`src/common/relay_map.svh`:
```
// register offsets, field positions, codes and timing counts of the frame relay
`ifndef RELAY_MAP_SVH
`define RELAY_MAP_SVH

// register word offsets (byte addresses)
`define REG_CFG 8'h00
`define REG_POLL 8'h04
`define REG_MODE 8'h08
`define REG_STATUS 8'h0c
`define REG_UPPER_ZERO 10

// configuration register field positions
`define CFG_MARKER_BIT 0
`define CFG_CRC_BIT 1
`define CFG_AUTOPOLL_BIT 2

// poll setup register fields
`define POLL_STATE_LSB 0
`define POLL_ADDR_LSB 8
`define POLL_SLOT_LSB 24

// status register fields
`define STAT_FSTATE_LSB 0
`define STAT_KIND_LSB 8
`define STAT_ARMED_BIT 10

// frame-end marker code and frame-state byte layout
`define MARK_CODE 8'hcb
`define FSTATE_BASE 8'h03
`define FS_RE_BIT 7
`define FS_CE_BIT 6
`define FS_TE_BIT 5

// control byte classes
`define CTRL_MASK 8'hd3
`define CTRL_STD 8'h90
`define CTRL_EXT 8'h10
`define CTRL_POLL 8'hf0

// length field and frame size bookkeeping
`define STD_LEN_POS 9'h005
`define EXT_LEN_POS 9'h006
`define STD_OVERHEAD 9'h008
`define EXT_OVERHEAD 9'h009
`define POLL_LEN 9'h007
`define POLL_ADDR_HI_POS 9'h003
`define POLL_ADDR_LO_POS 9'h004
`define POLL_SLOTCNT_POS 9'h005
`define CHK_GOOD 8'hff

// crc parameters and reset values
`define CRC_INIT 16'hffff
`define CRC_POLY 16'h1021
`define MODE_RESET 2'h0

// end-of-frame line silence, least time, rounded up to whole cycles
`define CLK_PERIOD_NS 8
`define SILENCE_NS 2600000
`define SILENCE_CYC ((`SILENCE_NS + `CLK_PERIOD_NS - 1) / `CLK_PERIOD_NS)

`endif

```
`src/common/relay_pkg.sv`:
```
// types shared by the frame relay and its crc unit
package relay_pkg;

   // relay sequencing states
   typedef enum logic [3:0] {
      ST_IDLE, ST_DATA, ST_SKIP, ST_MARK, ST_FSTATE, ST_CRC_HI, ST_CRC_LO, ST_SIL
   } state_type;

   // class of the frame in flight
   typedef enum logic [1:0] {KIND_STD, KIND_EXT, KIND_POLL} kind_type;

   // host link flavour
   typedef enum logic [1:0] {LINK_SPI, LINK_UART8, LINK_UART9} link_type;

   // all state of the relay
   typedef struct packed {
      state_type st;
      kind_type kind;
      logic [8:0] cnt;
      logic [8:0] exp_len;
      logic [7:0] chk;
      logic re;
      logic te;
      logic ce;
      logic out_v;
      logic [7:0] out_b;
      logic dup;
      logic [23:0] sil;
      logic cfg_m;
      logic cfg_c;
      logic cfg_p;
      logic [1:0] mode;
      logic [3:0] slot;
      logic [15:0] paddr;
      logic [7:0] pstate;
      logic armed;
      logic [15:0] rx_paddr;
      logic ptx_v;
      logic [3:0] ptx_slot;
      logic [7:0] ptx_b;
      logic btx_v;
      logic [7:0] btx_b;
      logic btx_last;
      logic fe_ind;
      logic fr_ind;
      logic [7:0] last_fs;
      logic ap_v;
      logic ap_w;
      logic [7:0] ap_idx;
      logic [31:0] rdata;
   } relay_state_type;

   // state of the crc unit
   typedef struct packed {
      logic [15:0] crc;
   } crc_state_type;

endpackage

```
`src/common/crc_if.sv`:
```
// carrier between the relay and its crc unit
`timescale 1ns/10ps
`default_nettype none

interface crc_if;
   logic init;         // restart at the seed
   logic step;         // fold one byte in
   logic [7:0] data;   // byte to fold
   logic [15:0] value; // running crc

   modport user (output init, output step, output data, input value);
   modport unit (input init, input step, input data, output value);
endinterface

`default_nettype wire

```
`src/rtl/bus_frame_host_relay.sv`:
```
// relay of received bus frames, transmit echoes and polling data to the host
//
// Contract
// - valid control byte forwarded as standard/extended indication
// - data bytes after control passed unchanged
// - spi and 8-bit uart frames end with state
// - crc and marker appended per enabled features
// - receive error bit marks corrupted bytes
// - checksum/length bit marks bad sum or count
// - timing error bit marks standard timing violations
// - reserved frame-state bits always zero
// - marker mode doubles received 0xcb data bytes
// - marker mode doubles echoed 0xcb transmit bytes
// - consistent polling control byte forwarded to host
// - send poll state on address match, count above
// - slot setup accepted anytime, stored, reused
// - host master polling frame sent on bus
// - crc sixteen bit, polynomial 1021
// - crc seed ffff, no reflection, zero xor
// - crc check value 29b1 over 123456789
// - no marker: end shown by 2.6 ms silence
// - crc on: two crc bytes follow frame
// - feature enables set only, cleared by reset
//
// The AHB-Lite slave port and the register offsets were decided locally.
`timescale 1ns/10ps
`default_nettype none
`include "relay_map.svh"

module bus_frame_host_relay #(
   parameter int unsigned silence_cycles = `SILENCE_CYC
) (
   input wire logic clk,
   input wire logic rst,
   input wire logic clk_en,
   // ahb-lite register slave
   input wire logic hsel,
   input wire logic [31:0] haddr,
   input wire logic [1:0] htrans,
   input wire logic hwrite,
   input wire logic [2:0] hsize,
   input wire logic [31:0] hwdata,
   input wire logic hready,
   output logic hreadyout,
   output logic [31:0] hrdata,
   output logic hresp,
   // received bus bytes from the line receiver
   input wire logic rx_valid,
   input wire logic [7:0] rx_byte,
   input wire logic rx_last,
   input wire logic byte_corrupt_flag,
   input wire logic bit_timing_err_flag,
   output logic rx_ready,
   // bytes echoed by the line transmitter
   input wire logic echo_valid,
   input wire logic [7:0] echo_byte,
   output logic echo_ready,
   // byte stream toward the host link
   output logic host_out_valid,
   output logic [7:0] host_out_byte,
   input wire logic host_out_ready,
   output logic frame_end_marker_ind,
   output logic frame_result_ind,
   output relay_pkg::kind_type frame_kind,
   // slot answer toward the line transmitter
   output logic poll_tx_valid,
   output logic [3:0] poll_tx_slot,
   output logic [7:0] poll_tx_byte,
   // master polling frame from the host, out to the line transmitter
   input wire logic host_poll_valid,
   input wire logic [7:0] host_poll_byte,
   input wire logic host_poll_last,
   output logic host_poll_ready,
   output logic bus_tx_valid,
   output logic [7:0] bus_tx_byte,
   output logic bus_tx_last,
   input wire logic bus_tx_ready
);
   import relay_pkg::*;

   relay_state_type s; // registered state
   relay_state_type n; // next state
   crc_if crc_c ();    // link to the crc unit
   logic free;         // output byte register can take a byte
   logic rx_take;      // bus byte accepted this cycle
   logic ahb_take;     // address phase accepted this cycle
   logic [7:0] fs;     // frame-state byte being built

   ////////////////////////////////////////////////////////////////////////////
   // helpers

   // control byte classification; anything else is dropped
   function automatic logic ctrl_ok(input logic [7:0] b);
      return ((b & `CTRL_MASK) == `CTRL_STD) || ((b & `CTRL_MASK) == `CTRL_EXT) ||
             (b == `CTRL_POLL);
   endfunction

   // first tail state once the last bus byte is out
   function automatic state_type tail_start(input logic m, input logic c,
                                            input logic [1:0] mode);
      if (m) begin
         return ST_MARK;
      end else if (mode != LINK_UART9) begin
         return ST_FSTATE;
      end else if (c) begin
         return ST_CRC_HI;
      end
      return ST_SIL;
   endfunction

   // where a frame ends: marker mode needs no silence
   function automatic state_type tail_done(input logic m);
      return m ? ST_IDLE : ST_SIL;
   endfunction

   // register readback; address bits 9:8 are not decoded, other unmapped words read zero
   function automatic logic [31:0] reg_read(input relay_state_type r, input logic [31:0] a);
      logic [31:0] v;
      v = 32'h0000_0000;
      if (a[31:`REG_UPPER_ZERO] == '0) begin
         case (a[7:0])
            `REG_CFG: begin
               v[`CFG_MARKER_BIT] = r.cfg_m;
               v[`CFG_CRC_BIT] = r.cfg_c;
               v[`CFG_AUTOPOLL_BIT] = r.cfg_p;
            end
            `REG_POLL: begin
               v[`POLL_STATE_LSB +: 8] = r.pstate;
               v[`POLL_ADDR_LSB +: 16] = r.paddr;
               v[`POLL_SLOT_LSB +: 4] = r.slot;
            end
            `REG_MODE: v[1:0] = r.mode;
            `REG_STATUS: begin
               v[`STAT_FSTATE_LSB +: 8] = r.last_fs;
               v[`STAT_KIND_LSB +: 2] = r.kind;
               v[`STAT_ARMED_BIT] = r.armed;
            end
            default: v = 32'h0000_0000;
         endcase
      end
      return v;
   endfunction

   ////////////////////////////////////////////////////////////////////////////
   // handshakes; all stall while the clock enable is low

   assign free = !s.out_v || host_out_ready;
   assign rx_ready = clk_en && ((s.st == ST_SKIP) ||
                     (free && !s.dup && (s.st == ST_IDLE || s.st == ST_DATA)));
   // echoes only between received frames, received bytes first
   assign echo_ready = clk_en && free && !s.dup && (s.st == ST_IDLE) && !rx_valid;
   assign host_poll_ready = clk_en && (!s.btx_v || bus_tx_ready);
   assign rx_take = rx_valid && rx_ready;
   assign ahb_take = hsel && htrans[1] && hready && clk_en;

   // crc runs over the original bus bytes of accepted frames only
   assign crc_c.init = rx_take && (s.st == ST_IDLE) && ctrl_ok(rx_byte);
   assign crc_c.step = rx_take && ((s.st == ST_DATA) ||
                       ((s.st == ST_IDLE) && ctrl_ok(rx_byte)));
   assign crc_c.data = rx_byte;

   crc16_unit u_crc (
      .clk(clk),
      .rst(rst),
      .clk_en(clk_en),
      .port_c(crc_c)
   );

   // frame-state byte: fixed base code, flags, reserved bits zero
   always_comb begin
      fs = `FSTATE_BASE;
      fs[`FS_RE_BIT] = s.re;
      fs[`FS_CE_BIT] = s.ce;
      fs[`FS_TE_BIT] = s.te;
   end

   ////////////////////////////////////////////////////////////////////////////
   // next-state logic

   always_comb begin
      n = s;
      // single-cycle pulses drop by default
      n.ptx_v = 1'b0;
      n.fe_ind = 1'b0;
      n.fr_ind = 1'b0;
      n.ap_v = 1'b0;
      if (s.out_v && host_out_ready) begin
         n.out_v = 1'b0;
      end
      if (s.btx_v && bus_tx_ready) begin
         n.btx_v = 1'b0;
      end

      // ahb address phase: read data is sampled here, so it is ready in the data phase
      if (ahb_take) begin
         n.ap_v = 1'b1;
         n.ap_w = hwrite;
         n.ap_idx = (haddr[31:`REG_UPPER_ZERO] == '0) ? haddr[7:0] : 8'hff;
         n.rdata = reg_read(s, haddr);
      end

      // pending second copy of an escaped marker code goes first
      if (s.dup && free) begin
         n.out_v = 1'b1;
         n.out_b = `MARK_CODE;
         n.dup = 1'b0;
      end

      case (s.st)
         // wait for a control byte or a transmit echo
         ST_IDLE: begin
            if (rx_take) begin
               if (ctrl_ok(rx_byte)) begin
                  n.out_v = 1'b1;
                  n.out_b = rx_byte;
                  n.cnt = 9'h001;
                  n.chk = rx_byte;
                  n.re = byte_corrupt_flag;
                  n.te = bit_timing_err_flag;
                  n.ce = 1'b0;
                  if (rx_byte == `CTRL_POLL) begin
                     n.kind = KIND_POLL;
                     n.exp_len = `POLL_LEN;
                  end else begin
                     n.kind = ((rx_byte & `CTRL_MASK) == `CTRL_STD) ? KIND_STD : KIND_EXT;
                     n.exp_len = 9'h000;
                  end
                  if (rx_last) begin
                     // a lone control byte is always short
                     n.ce = 1'b1;
                     n.st = tail_start(s.cfg_m, s.cfg_c, s.mode);
                  end else begin
                     n.st = ST_DATA;
                  end
               end else if (!rx_last) begin
                  // inconsistent control byte: the frame is dropped
                  n.st = ST_SKIP;
               end
            end else if (echo_valid && echo_ready) begin
               n.out_v = 1'b1;
               n.out_b = echo_byte;
               n.dup = s.cfg_m && (echo_byte == `MARK_CODE);
            end
         end

         // data bytes pass unchanged; bookkeeping beside them
         ST_DATA: begin
            if (rx_take) begin
               n.out_v = 1'b1;
               n.out_b = rx_byte;
               n.dup = s.cfg_m && (rx_byte == `MARK_CODE);
               n.cnt = s.cnt + 9'h001;
               n.chk = s.chk ^ rx_byte;
               n.re = s.re | byte_corrupt_flag;
               n.te = s.te | bit_timing_err_flag;
               if (s.kind == KIND_STD && s.cnt == `STD_LEN_POS) begin
                  n.exp_len = `STD_OVERHEAD + {5'h00, rx_byte[3:0]};
               end
               if (s.kind == KIND_EXT && s.cnt == `EXT_LEN_POS) begin
                  n.exp_len = `EXT_OVERHEAD + {1'b0, rx_byte};
               end
               if (s.kind == KIND_POLL) begin
                  if (s.cnt == `POLL_ADDR_HI_POS) begin
                     n.rx_paddr[15:8] = rx_byte;
                  end
                  if (s.cnt == `POLL_ADDR_LO_POS) begin
                     n.rx_paddr[7:0] = rx_byte;
                  end
                  // answer only in a slot the master really offers
                  if (s.cnt == `POLL_SLOTCNT_POS && (s.armed || s.cfg_p) &&
                      s.rx_paddr == s.paddr && rx_byte[3:0] > s.slot) begin
                     n.ptx_v = 1'b1;
                     n.ptx_slot = s.slot;
                     n.ptx_b = s.pstate;
                     n.armed = 1'b0;
                  end
               end
               if (rx_last) begin
                  // sum of all bytes inverted-xor must be all ones
                  n.ce = ((s.chk ^ rx_byte) != `CHK_GOOD) ||
                         ((s.cnt + 9'h001) != s.exp_len);
                  n.st = tail_start(s.cfg_m, s.cfg_c, s.mode);
               end
            end
         end

         // swallow a rejected frame
         ST_SKIP: begin
            if (rx_take && rx_last) begin
               n.st = ST_IDLE;
            end
         end

         // frame-end marker, never escaped
         ST_MARK: begin
            if (free && !s.dup) begin
               n.out_v = 1'b1;
               n.out_b = `MARK_CODE;
               n.fe_ind = 1'b1;
               n.st = ST_FSTATE;
            end
         end

         // frame-state byte
         ST_FSTATE: begin
            if (free && !s.dup) begin
               n.out_v = 1'b1;
               n.out_b = fs;
               n.last_fs = fs;
               n.fr_ind = 1'b1;
               n.st = s.cfg_c ? ST_CRC_HI : tail_done(s.cfg_m);
            end
         end

         // crc, high byte first
         ST_CRC_HI: begin
            if (free && !s.dup) begin
               n.out_v = 1'b1;
               n.out_b = crc_c.value[15:8];
               n.st = ST_CRC_LO;
            end
         end

         ST_CRC_LO: begin
            if (free && !s.dup) begin
               n.out_v = 1'b1;
               n.out_b = crc_c.value[7:0];
               n.st = tail_done(s.cfg_m);
            end
         end

         // silence counted from the moment the last byte has left
         ST_SIL: begin
            if (s.out_v || s.dup) begin
               n.sil = 24'h000000;
            end else if (s.sil >= 24'(silence_cycles - 1)) begin
               n.sil = 24'h000000;
               n.st = ST_IDLE;
            end else begin
               n.sil = s.sil + 24'h000001;
            end
         end

         default: begin
            n.st = ST_IDLE;
         end
      endcase

      // master polling frame goes straight to the line transmitter
      if (host_poll_valid && host_poll_ready) begin
         n.btx_v = 1'b1;
         n.btx_b = host_poll_byte;
         n.btx_last = host_poll_last;
      end

      // ahb data phase: whole-word writes
      if (s.ap_v && s.ap_w) begin
         case (s.ap_idx)
            // features can only be switched on
            `REG_CFG: begin
               n.cfg_m = s.cfg_m | hwdata[`CFG_MARKER_BIT];
               n.cfg_c = s.cfg_c | hwdata[`CFG_CRC_BIT];
               n.cfg_p = s.cfg_p | hwdata[`CFG_AUTOPOLL_BIT];
            end
            // slot setup wins over a same-cycle use
            `REG_POLL: begin
               n.pstate = hwdata[`POLL_STATE_LSB +: 8];
               n.paddr = hwdata[`POLL_ADDR_LSB +: 16];
               n.slot = hwdata[`POLL_SLOT_LSB +: 4];
               n.armed = 1'b1;
            end
            `REG_MODE: n.mode = hwdata[1:0];
            default: n.mode = s.mode;
         endcase
      end
   end

   ////////////////////////////////////////////////////////////////////////////
   // state register; reset clears the feature enables
   always_ff @(posedge clk) begin
      if (rst) begin
         s <= '0;
         s.st <= ST_IDLE;
         s.mode <= `MODE_RESET;
      end else if (clk_en) begin
         s <= n;
      end
   end

   ////////////////////////////////////////////////////////////////////////////
   // outputs

   // zero-wait slave, always okay; held off while frozen
   assign hreadyout = clk_en;
   assign hresp = 1'b0;
   assign hrdata = s.rdata;

   assign host_out_valid = s.out_v;
   assign host_out_byte = s.out_b;
   assign frame_end_marker_ind = s.fe_ind;
   assign frame_result_ind = s.fr_ind;
   assign frame_kind = s.kind;
   assign poll_tx_valid = s.ptx_v;
   assign poll_tx_slot = s.ptx_slot;
   assign poll_tx_byte = s.ptx_b;
   assign bus_tx_valid = s.btx_v;
   assign bus_tx_byte = s.btx_b;
   assign bus_tx_last = s.btx_last;

endmodule

`default_nettype wire

```
`src/rtl/crc16_unit.sv`:
```
// byte-wide crc-16 with polynomial 1021, msb first
`timescale 1ns/10ps
`default_nettype none
`include "relay_map.svh"

module crc16_unit (
   input wire logic clk,
   input wire logic rst,
   input wire logic clk_en,
   crc_if.unit port_c
);
   import relay_pkg::*;

   crc_state_type s; // registered state
   crc_state_type n; // next state

   ////////////////////////////////////////////////////////////////////////////
   // one byte folded in, msb first, no reflection anywhere
   function automatic logic [15:0] crc_step(input logic [15:0] c, input logic [7:0] d);
      logic [15:0] r;
      logic fb;
      r = c;
      for (int i = 7; i >= 0; i--) begin
         fb = r[15] ^ d[i];
         r = {r[14:0], 1'b0} ^ (fb ? `CRC_POLY : 16'h0000);
      end
      return r;
   endfunction

   ////////////////////////////////////////////////////////////////////////////
   // next value: a step that coincides with init folds into the seed
   always_comb begin
      n = s;
      if (port_c.step) begin
         n.crc = crc_step(port_c.init ? `CRC_INIT : s.crc, port_c.data);
      end else if (port_c.init) begin
         n.crc = `CRC_INIT;
      end
   end

   // register; clock enable freezes it
   always_ff @(posedge clk) begin
      if (rst) begin
         s <= crc_state_type'(`CRC_INIT);
      end else if (clk_en) begin
         s <= n;
      end
   end

   // final xor is zero, so the register is the result
   assign port_c.value = s.crc;

endmodule

`default_nettype wire

```
`config.mk`:
```
export PLATFORM = sky130hd
export DESIGN_NAME = bus_frame_host_relay
export DESIGN_NICKNAME = d
export VERILOG_FILES = /design/src/common/relay_pkg.sv /design/src/common/crc_if.sv /design/src/rtl/bus_frame_host_relay.sv /design/src/rtl/crc16_unit.sv
export VERILOG_INCLUDE_DIRS = /design/src /design/src/common
export SDC_FILE = /design/constraint.sdc
export NUM_CORES = 1
export LEC_CHECK = 0
export BUFFER_PORTS_ARGS = -buffer_cell sky130_fd_sc_hd__buf_2
export CAP_MARGIN = 40
export CORE_MARGIN = 5
export CORE_UTILIZATION = 45
export DETAILED_ROUTE_END_ITERATION = 10
export PLACE_DENSITY = 0.65
export SYNTH_ARGS = -nofsm -noshare
export SYNTH_HDL_FRONTEND = slang
export SYNTH_SLANG_ARGS = --single-unit
```
`constraint.sdc`:
```
create_clock -name clk -period 4.5 [get_ports clk]
set_input_delay 0.225 -clock clk [delete_from_list [all_inputs] [get_ports clk]]
set_output_delay 0.225 -clock clk [all_outputs]
set_load 0.02 [all_outputs]
```
==> Implementation_results.wiki, run 1 <==
{| class="wikitable"
! Metric !! Value
|-
| Max-capacitance violation count || 0
|-
| Detail-routed net length per standard cell || 17.4 um
|-
| Pleak || around 5.1 nW
|-
| Pwr per Cell Area || about 340 nW/um^2
|-
| Cell taking the most area after synthesis || sky130_fd_sc_hd__dfxtp_1
|-
| Critical register-to-register path startpoint || s[190]
|-
| Achievable Freq || about 0.33 GHz
|-
| Later-pin clock latency in the skew report || 0.52 ns
|-
| Number of hold-slack violations in the final timing report || 0
|-
| Final number of setup-violating endpoints || 0
|-
| Share of layout cells above drive strength 1 || 0.175
|-
| Total number of H-tree levels || 1
|-
| Critical path endpoint category || register
|-
| Result of the run || finished clean
|-
| # port buffers || 165
|-
| Multi-input combinational cell area || roughly 5800 sq um
|-
| Number of filler instances in the final layout || ~2.2k
|-
| Least-Margin Pin Slew || 0.894 ns
|-
| Sinks on the clock net || 201
|-
| ANT nets after route || 0
|-
| Via density || 5.56
|-
| Peak supply drop || 0.243 mV
|-
| Max Used Layer || met4
|-
| Reg area || slightly above 4000 sq um
|-
| GPL Wtd Cong || 0.903
|-
| Portion of the clock cycle consumed by the worst path in the final layout || 0.684
|-
| Worst Clk Skew || 0.0203 ns
|-
| Number of placed instances with taps included || 1,641
|-
| Most instantiated cells after synthesis || 201 x sky130_fd_sc_hd__dfxtp_1, 182 x sky130_fd_sc_hd__nor2_1, 79 x sky130_fd_sc_hd__nand2_1
|-
| Unique cell type count in the Yosys netlist || 77
|-
| Die Span X || 165 um
|-
| Reg2Reg Depth || 7
|-
| Reg2reg setup slack || 1.42 ns
|-
| RSZ-0062 raised after global routing || false
|-
| Largest net degree at the start of global routing || 86
|-
| Total global routing track utilization || 0.215
|-
| Pre-antenna DRT Iters || 7
|-
| Initial antenna violation count || 1
|-
| Met1 routed wirelength after detailed routing || approximately 13,000 um
|-
| Starting DRT DRC Count || 837
|-
| Core Area || approximately 23,000 sq um
|-
| Count of synthesis-stage warnings from yosys || 0
|-
| Cells after Synth || 1,285
|-
| Routed via count || 9,625
|-
| Area share of the leading cell type in the synthesized netlist || 0.374
|-
| Hold-critical path endpoint || s[34]
|-
| Synthesized area per cell || 8.37 sq um
|-
| Total negative slack || 0 ns
|-
| Critical path class || register to register
|-
| Number of buffers on the longest clock path || 3
|-
| Total Routed Length || 30,100 um
|-
| Setup Slack @ Placement || around 1.5 ns
|-
| Origin of the worst min-delay path || haddr[2]
|-
| Worst path setup slack after routing || 1.42 ns
|-
| Post-Layout Inst Area || approximately 13,000 sq um
|-
| Max-slew headroom at the worst pin || 0.403
|-
| Crit path launch type || register
|-
| Summed instance area of the synthesized netlist || 10,800 sq um
|-
| Number of buffers added for setup after CTS || 0
|-
| Most used standard cell by instance count after synthesis || sky130_fd_sc_hd__dfxtp_1
|-
| Finished Layout Cells || 1,730
|-
| Area growth from synthesis to final layout || 16.6%
|-
| Ys flop type || sky130_fd_sc_hd__dfxtp_1
|-
| CTS clock-pin slew for the worst setup and hold paths || 0.06 ns
|-
| Row count || 56
|-
| Initial standard-cell utilization of the core || 0.458
|-
| Final max-slew violation count || 0
|-
| Cell depth of the worst min-delay path || 3
|-
| Wire length of the first global-routing pass || between 40,000 and 50,000 um
|-
| Die Outline Area || 27,100 sq um
|-
| Critical path required time || 4.94 ns
|-
| Final layout net count || 1,512
|-
| Die span in y || 165 um
|-
| CP max FO || 24
|-
| Dominant cells by area after synthesis || sky130_fd_sc_hd__dfxtp_1 37%, sky130_fd_sc_hd__mux2i_1 6.5%, sky130_fd_sc_hd__nor2_1 6.4%, sky130_fd_sc_hd__xnor2_1 5.3%, sky130_fd_sc_hd__buf_4 4.7%
|-
| Number of global-route vias before repair || around 9k
|-
| Critical R2R Capture || s[130]
|-
| Clock tree from TritonCTS || done
|-
| Residual overflow from global routing || 0
|-
| Number of enable-type register cells in the synthesized netlist || 0
|-
| HPWL after detailed placement || 21,000 um
|-
| Worst EP arrival || 3.51 ns
|-
| Part of the Yosys area used for sequential elements || 0.374
|-
| Hold Path Class || primary input to register
|-
| Buffer cell driving the clock tree root || sky130_fd_sc_hd__clkbuf_16
|-
| Number of I/O pins || 181
|-
| Clock buffers created by TritonCTS || 23
|-
| Proportion of synthesized flip-flops having asynchronous set or reset || 0
|-
| DRC viols || 0
|-
| Total cell area at the placement stage || approximately 11,000 sq um
|-
| Met3 routed wirelength || 2100 um
|-
| Routed length on met2 || 14,200 um
|-
| Min Tclk post-route || 3.08 ns
|-
| Count of state elements after synthesis || 201
|}
power breakdown:
part / total [W] / switching, W / internal, W
sequential: 0.00186 / 0.0000464 / 0.00181
combinational: 0.000562 / 0.000335 / 0.000227
clock: 0.00185 / 0.000735 / 0.00112
timing repair:
item,4_1_cts,5_1_grt
hold buffers,46,0
endpoints found under the setup margin,0,0
hold endpoints to repair,51,0
gates resized for setup,0,0
placed cells by master (no fill, tap or decap), types with 19 or more instances in the layout:
cell type | netlist | routed
sky130_fd_sc_hd__a31oi_1 | 19 | 19
sky130_fd_sc_hd__mux2i_1 | 70 | 70
sky130_fd_sc_hd__inv_1 | 19 | 19
sky130_fd_sc_hd__nor3_1 | 28 | 28
sky130_fd_sc_hd__a21oi_1 | 74 | 74
sky130_fd_sc_hd__o21ai_0 | 61 | 61
sky130_fd_sc_hd__nor2_1 | 182 | 182
sky130_fd_sc_hd__nand3_1 | 32 | 32
sky130_fd_sc_hd__a22oi_1 | 43 | 43
sky130_fd_sc_hd__buf_2 | 23 | 165
sky130_fd_sc_hd__dfxtp_1 | 201 | 201
sky130_fd_sc_hd__nand2_1 | 79 | 79
sky130_fd_sc_hd__dlygate4sd3_1 | 0 | 46
sky130_fd_sc_hd__clkbuf_16 | 0 | 23
sky130_fd_sc_hd__nand2b_1 | 22 | 22
sky130_fd_sc_hd__xnor2_1 | 65 | 65
per-layer routing:
| metal | vias up | global-route usage |
|---|---|---|
| met5 | - | 0 |
| met4 | 0 | 0.0575 |
| met3 | 51 | 0.0319 |
| met2 | 338 | 0.365 |
| met1 | 4543 | 0.288 |
| li1 | 4693 | - |
final cells by class:
class                      instances  share of cell area
antenna                            1            0.000200
clock buffer                      36              0.0554
clock inverter                     6             0.00499
inverter                          19             0.00569
multi-input combinational        919               0.465
sequential                       201               0.321
tap                              319              0.0318
timing repair buffer             229               0.116
worst max path at each step:
stage,start,endpoint,slack (ns)
floorplan,rx_byte[0],u_crc.port_c.value[1],2.21
global placement,s[190],s[137],1.26
detailed placement,rx_byte[0],u_crc.port_c.value[7],1.47
CTS,s[190],s[130],1.52
global route,s[190],s[130],1.20
finish,s[190],s[130],1.42
critical path, cell delays in order, from the launching register on:
cell and delay [ns]:
sky130_fd_sc_hd__dfxtp_1 0.90, sky130_fd_sc_hd__inv_1 0.49, sky130_fd_sc_hd__nor2_2 0.37, sky130_fd_sc_hd__nand3_1 0.20, sky130_fd_sc_hd__a211oi_4 0.56, sky130_fd_sc_hd__buf_8 0.23
sky130_fd_sc_hd__o21ai_0 0.09, sky130_fd_sc_hd__a31oi_1 0.16
sequential cells by signal, indices dropped and copies added (netlist names):
signal                cells
poll_tx_byte              8
poll_tx_slot              4
frame_result_ind          1
hrdata                   28
poll_tx_valid             1
s                       118
frame_kind                2
u_crc.port_c.value       16
bus_tx_valid              1
frame_end_marker_ind      1
host_out_byte             8
bus_tx_byte               8
bus_tx_last               1
fs                        3
host_out_valid            1
per-stage QoR:
stage	util	power (W)	hold WS, ns
3_3_place_gp	0.479	0.00241	0.435
3_5_place_dp	0.482	0.00242	0.438
6_report	0.534	0.00427	0.0478
5_1_grt	0.534	0.00446	0.0567
4_1_cts	0.534	0.00432	0.0235
2_1_floorplan	-	0.00227	0.346
cells by family after synthesis:
| kind of cell | count (synthesis) | synth area share |
|---|---|---|
| and+or+nand+nor | 456 | 0.209 |
| buffers and inverters | 169 | 0.0864 |
| adders and majority gates | 11 | 0.0128 |
| xor gates and xnor gates | 81 | 0.0660 |
| muxes | 79 | 0.0767 |
| AOI/OAI and AO/OA | 287 | 0.175 |
| DFF | 201 | 0.374 |
| other | 1 | 0.000349 |
No activity file was read; power rests on OpenSTA's default activity.
==> inputs of run 2 (changes only) <==
clock period = 3.15 ns   (was 4.5 ns; I/O delays follow)
==> run 2 against run 1 <==
  * Register-to-register slack lost 0.90 ns
  * Critical path depth shrank 3
  * Sequential share of layout area shrank 0.63 points
  * Worst setup slack lost 0.90 ns
  * Critical endpoint is now rx_ready
  * Sequential power grew 42%
  * Clock skew shrank 0.0050 ns
  * Critical path type is now register to output pin
==> Implementation_results.wiki, run 2 (synthesized netlist as in run 1, its figures left out) <==
{| class="wikitable"
! Metric !! Value
|-
| Portion of the clock cycle consumed by the worst path in the final layout || 0.832
|-
| Achievable Freq || 0.381 GHz
|-
| Buffer cell driving the clock tree root || sky130_fd_sc_hd__clkbuf_16
|-
| Final number of setup-violating endpoints || 0
|-
| Total number of H-tree levels || 1
|-
| Net switching fraction of the power || 0.259
|-
| Final max-slew violation count || 0
|-
| Int Power || 0.00464 W
|-
| DRC viols || 0
|-
| CP max FO || 20
|-
| Post-layout total power || between 0.006 and 0.007 W
|-
| Number of global-route vias before repair || 9,098
|-
| CTS clock-pin slew for the worst setup and hold paths || about 0.050 ns
|-
| Area growth from synthesis to final layout || 19.0%
|-
| Sinks on the clock net || between 200 and 250
|-
| Result of the run || finished clean
|-
| Cell depth of the worst min-delay path || 4
|-
| ANT nets after route || 0
|-
| RSZ-0062 raised after global routing || false
|-
| Peak supply drop || 0.368 mV
|-
| Sequential fraction of design power || 0.422
|-
| Max-slew headroom at the worst pin || 0.494
|-
| Commonest cells after routing, fill and taps aside || 201 x sky130_fd_sc_hd__dfxtp_1, 182 x sky130_fd_sc_hd__nor2_1, 164 x sky130_fd_sc_hd__buf_2
|-
| Register name with the most flops || s
|-
| Min Tclk post-route || ~2.6 ns
|-
| Number of buffers on the longest clock path || 3
|-
| GPL Wtd Cong || 0.934
|-
| Die Span X || 165 um
|-
| Critical R2R Capture || host_out_byte[3]
|-
| Initial antenna violation count || 0
|-
| Pre-antenna DRT Iters || 6
|-
| HPWL after detailed placement || 21,200 um
|-
| Later-pin clock latency in the skew report || 0.52 ns
|-
| Die Outline Area || about 27,000 sq um
|-
| Source of the critical timing path || s[191]
|-
| Pleak || 5.25 nW
|-
| Reg2reg setup slack || 0.53 ns
|-
| Starting DRT DRC Count || 1,026
|-
| Via density || ~5.5
|-
| Worst Clk Skew || 0.0153 ns
|-
| Critical path required time || 2.99 ns
|-
| Crit path launch type || register
|-
| Worst EP arrival || 2.46 ns
|-
| Total Routed Length || just over 30,000 um
|-
| Final core occ || 0.545
|-
| Number of buffers added for setup after CTS || 0
|-
| CP cell instances || nor2b_1 -> a21oi_1 -> nor3b_1 -> buf_2
|-
| Critical path endpoint category || output pin
|-
| Wire length of the first global-routing pass || 48,600 um
|-
| Core Area || about 23,000 sq um
|-
| Number of I/O pins || 181
|-
| Residual overflow from global routing || 0
|-
| # port buffers || 165
|-
| Total global routing track utilization || 0.219
|-
| Clock buffers created by TritonCTS || 23
|-
| Die span in y || 165 um
|-
| Proportion of power drawn by the clock network || 0.443
|-
| Reg2Reg Depth || 7
|-
| Least-Margin Pin Slew || 0.759 ns
|-
| CTS resizes || 0
|-
| Origin of the worst min-delay path || echo_byte[3]
|-
| Share of layout cells above drive strength 1 || 0.183
|-
| Detail-routed net length per standard cell || approximately 18 um
|-
| Number of hold-slack violations in the final timing report || 0
|-
| Clock tree from TritonCTS || done
|-
| Flip-flop count of the largest register, all copies and words added || between 100 and 150
|-
| Critical register-to-register path startpoint || s[191]
|-
| Final layout net count || 1,540
|-
| CP max stage delay || 0.74 ns
|-
| Largest net degree at the start of global routing || 157
|-
| Hold Path Class || primary input to register
|-
| Pwr per Cell Area || 490 nW/um^2
|-
| Most frequent standard cell in the layout excluding fill and tap cells || sky130_fd_sc_hd__dfxtp_1
|-
| Total negative slack || 0 ns
|-
| Combinational share of power || 0.135
|-
| Hold-critical path endpoint || host_out_byte[3]
|-
| Switching power || about 0.0016 W
|-
| Critical path class || register to output pin
|-
| Routed via count || 9,668
|-
| Initial standard-cell utilization of the core || 0.458
|-
| Max-capacitance violation count || 0
|-
| Critical Path Slowest Stage Cell || sky130_fd_sc_hd__dfxtp_1
|-
| Row count || 56
|}
[run 2: through the flow]
step | instances | area (sq um) | setup WS (ns) | hold WS, ns
final | 1755 | 12800 | 0.528 | 0.0425
after global routing | 1754 | 12800 | 0.424 | 0.0694
after CTS | 1754 | 12800 | 0.579 | 0.0285
after detailed placement | 1656 | 11400 | 0.703 | 0.391
after global placement | 1656 | 11400 | 0.703 | 0.387
after floorplan | 1289 | 10800 | 0.931 | 0.278
[run 2: worst max-delay path: cells and delay by family (launching register included)]
family                 cells  cell delay, ns
flip-flops                 1            0.74
AND/OR/NAND/NOR            2            0.84
buffers and inverters      1            0.24
AO/OA/AOI/OAI              1            0.13
[run 2: layout make-up]
| type | instances | area (sq um) |
|---|---|---|
| clock inverters | 9 | 135 |
| flip-flops and latches | 201 | 4020 |
| well taps | 319 | 399 |
| clock buffers | 30 | 652 |
| diodes | 1 | 2.50 |
| multi-input cells | 919 | 5830 |
| repair buffers | 257 | 1680 |
| fillers | 2158 | 10700 |
| inverters | 19 | 71.3 |
[run 2: how the worst max path moves through the flow]
| stage | cells past startpoint | endpoint | slack (ns) |
|---|---|---|---|
| floorplan | 9 | u_crc.port_c.value[1] | 0.93 |
| global placement | 7 | host_out_byte[1] | 0.70 |
| detailed placement | 7 | host_out_byte[3] | 0.70 |
| CTS | 4 | rx_ready | 0.58 |
| global route | 7 | host_out_byte[3] | 0.42 |
| finish | 4 | rx_ready | 0.53 |
[run 2: power by group through the flow]
stage               registers (W)  clock network (W)  logic, W
floorplan                 0.00268                  0  0.000562
global placement          0.00270                  0  0.000767
detailed placement        0.00270                  0  0.000774
CTS                       0.00264            0.00283  0.000832
global route              0.00265            0.00294  0.000918
finish                    0.00264            0.00278  0.000843
[run 2: routing by layer]
metal  routed length [um]  GRT usage  part of all wire
met1                13500      0.297              0.44
met2                14600      0.367              0.47
met3                 2160     0.0339             0.070
met4                  620     0.0544             0.020
met5                    0          0                 0
[run 2: what timing repair did]
item,CTS,global route
hold buffers,59,0
endpoints found under the setup margin,0,0
hold endpoints to repair,54,0
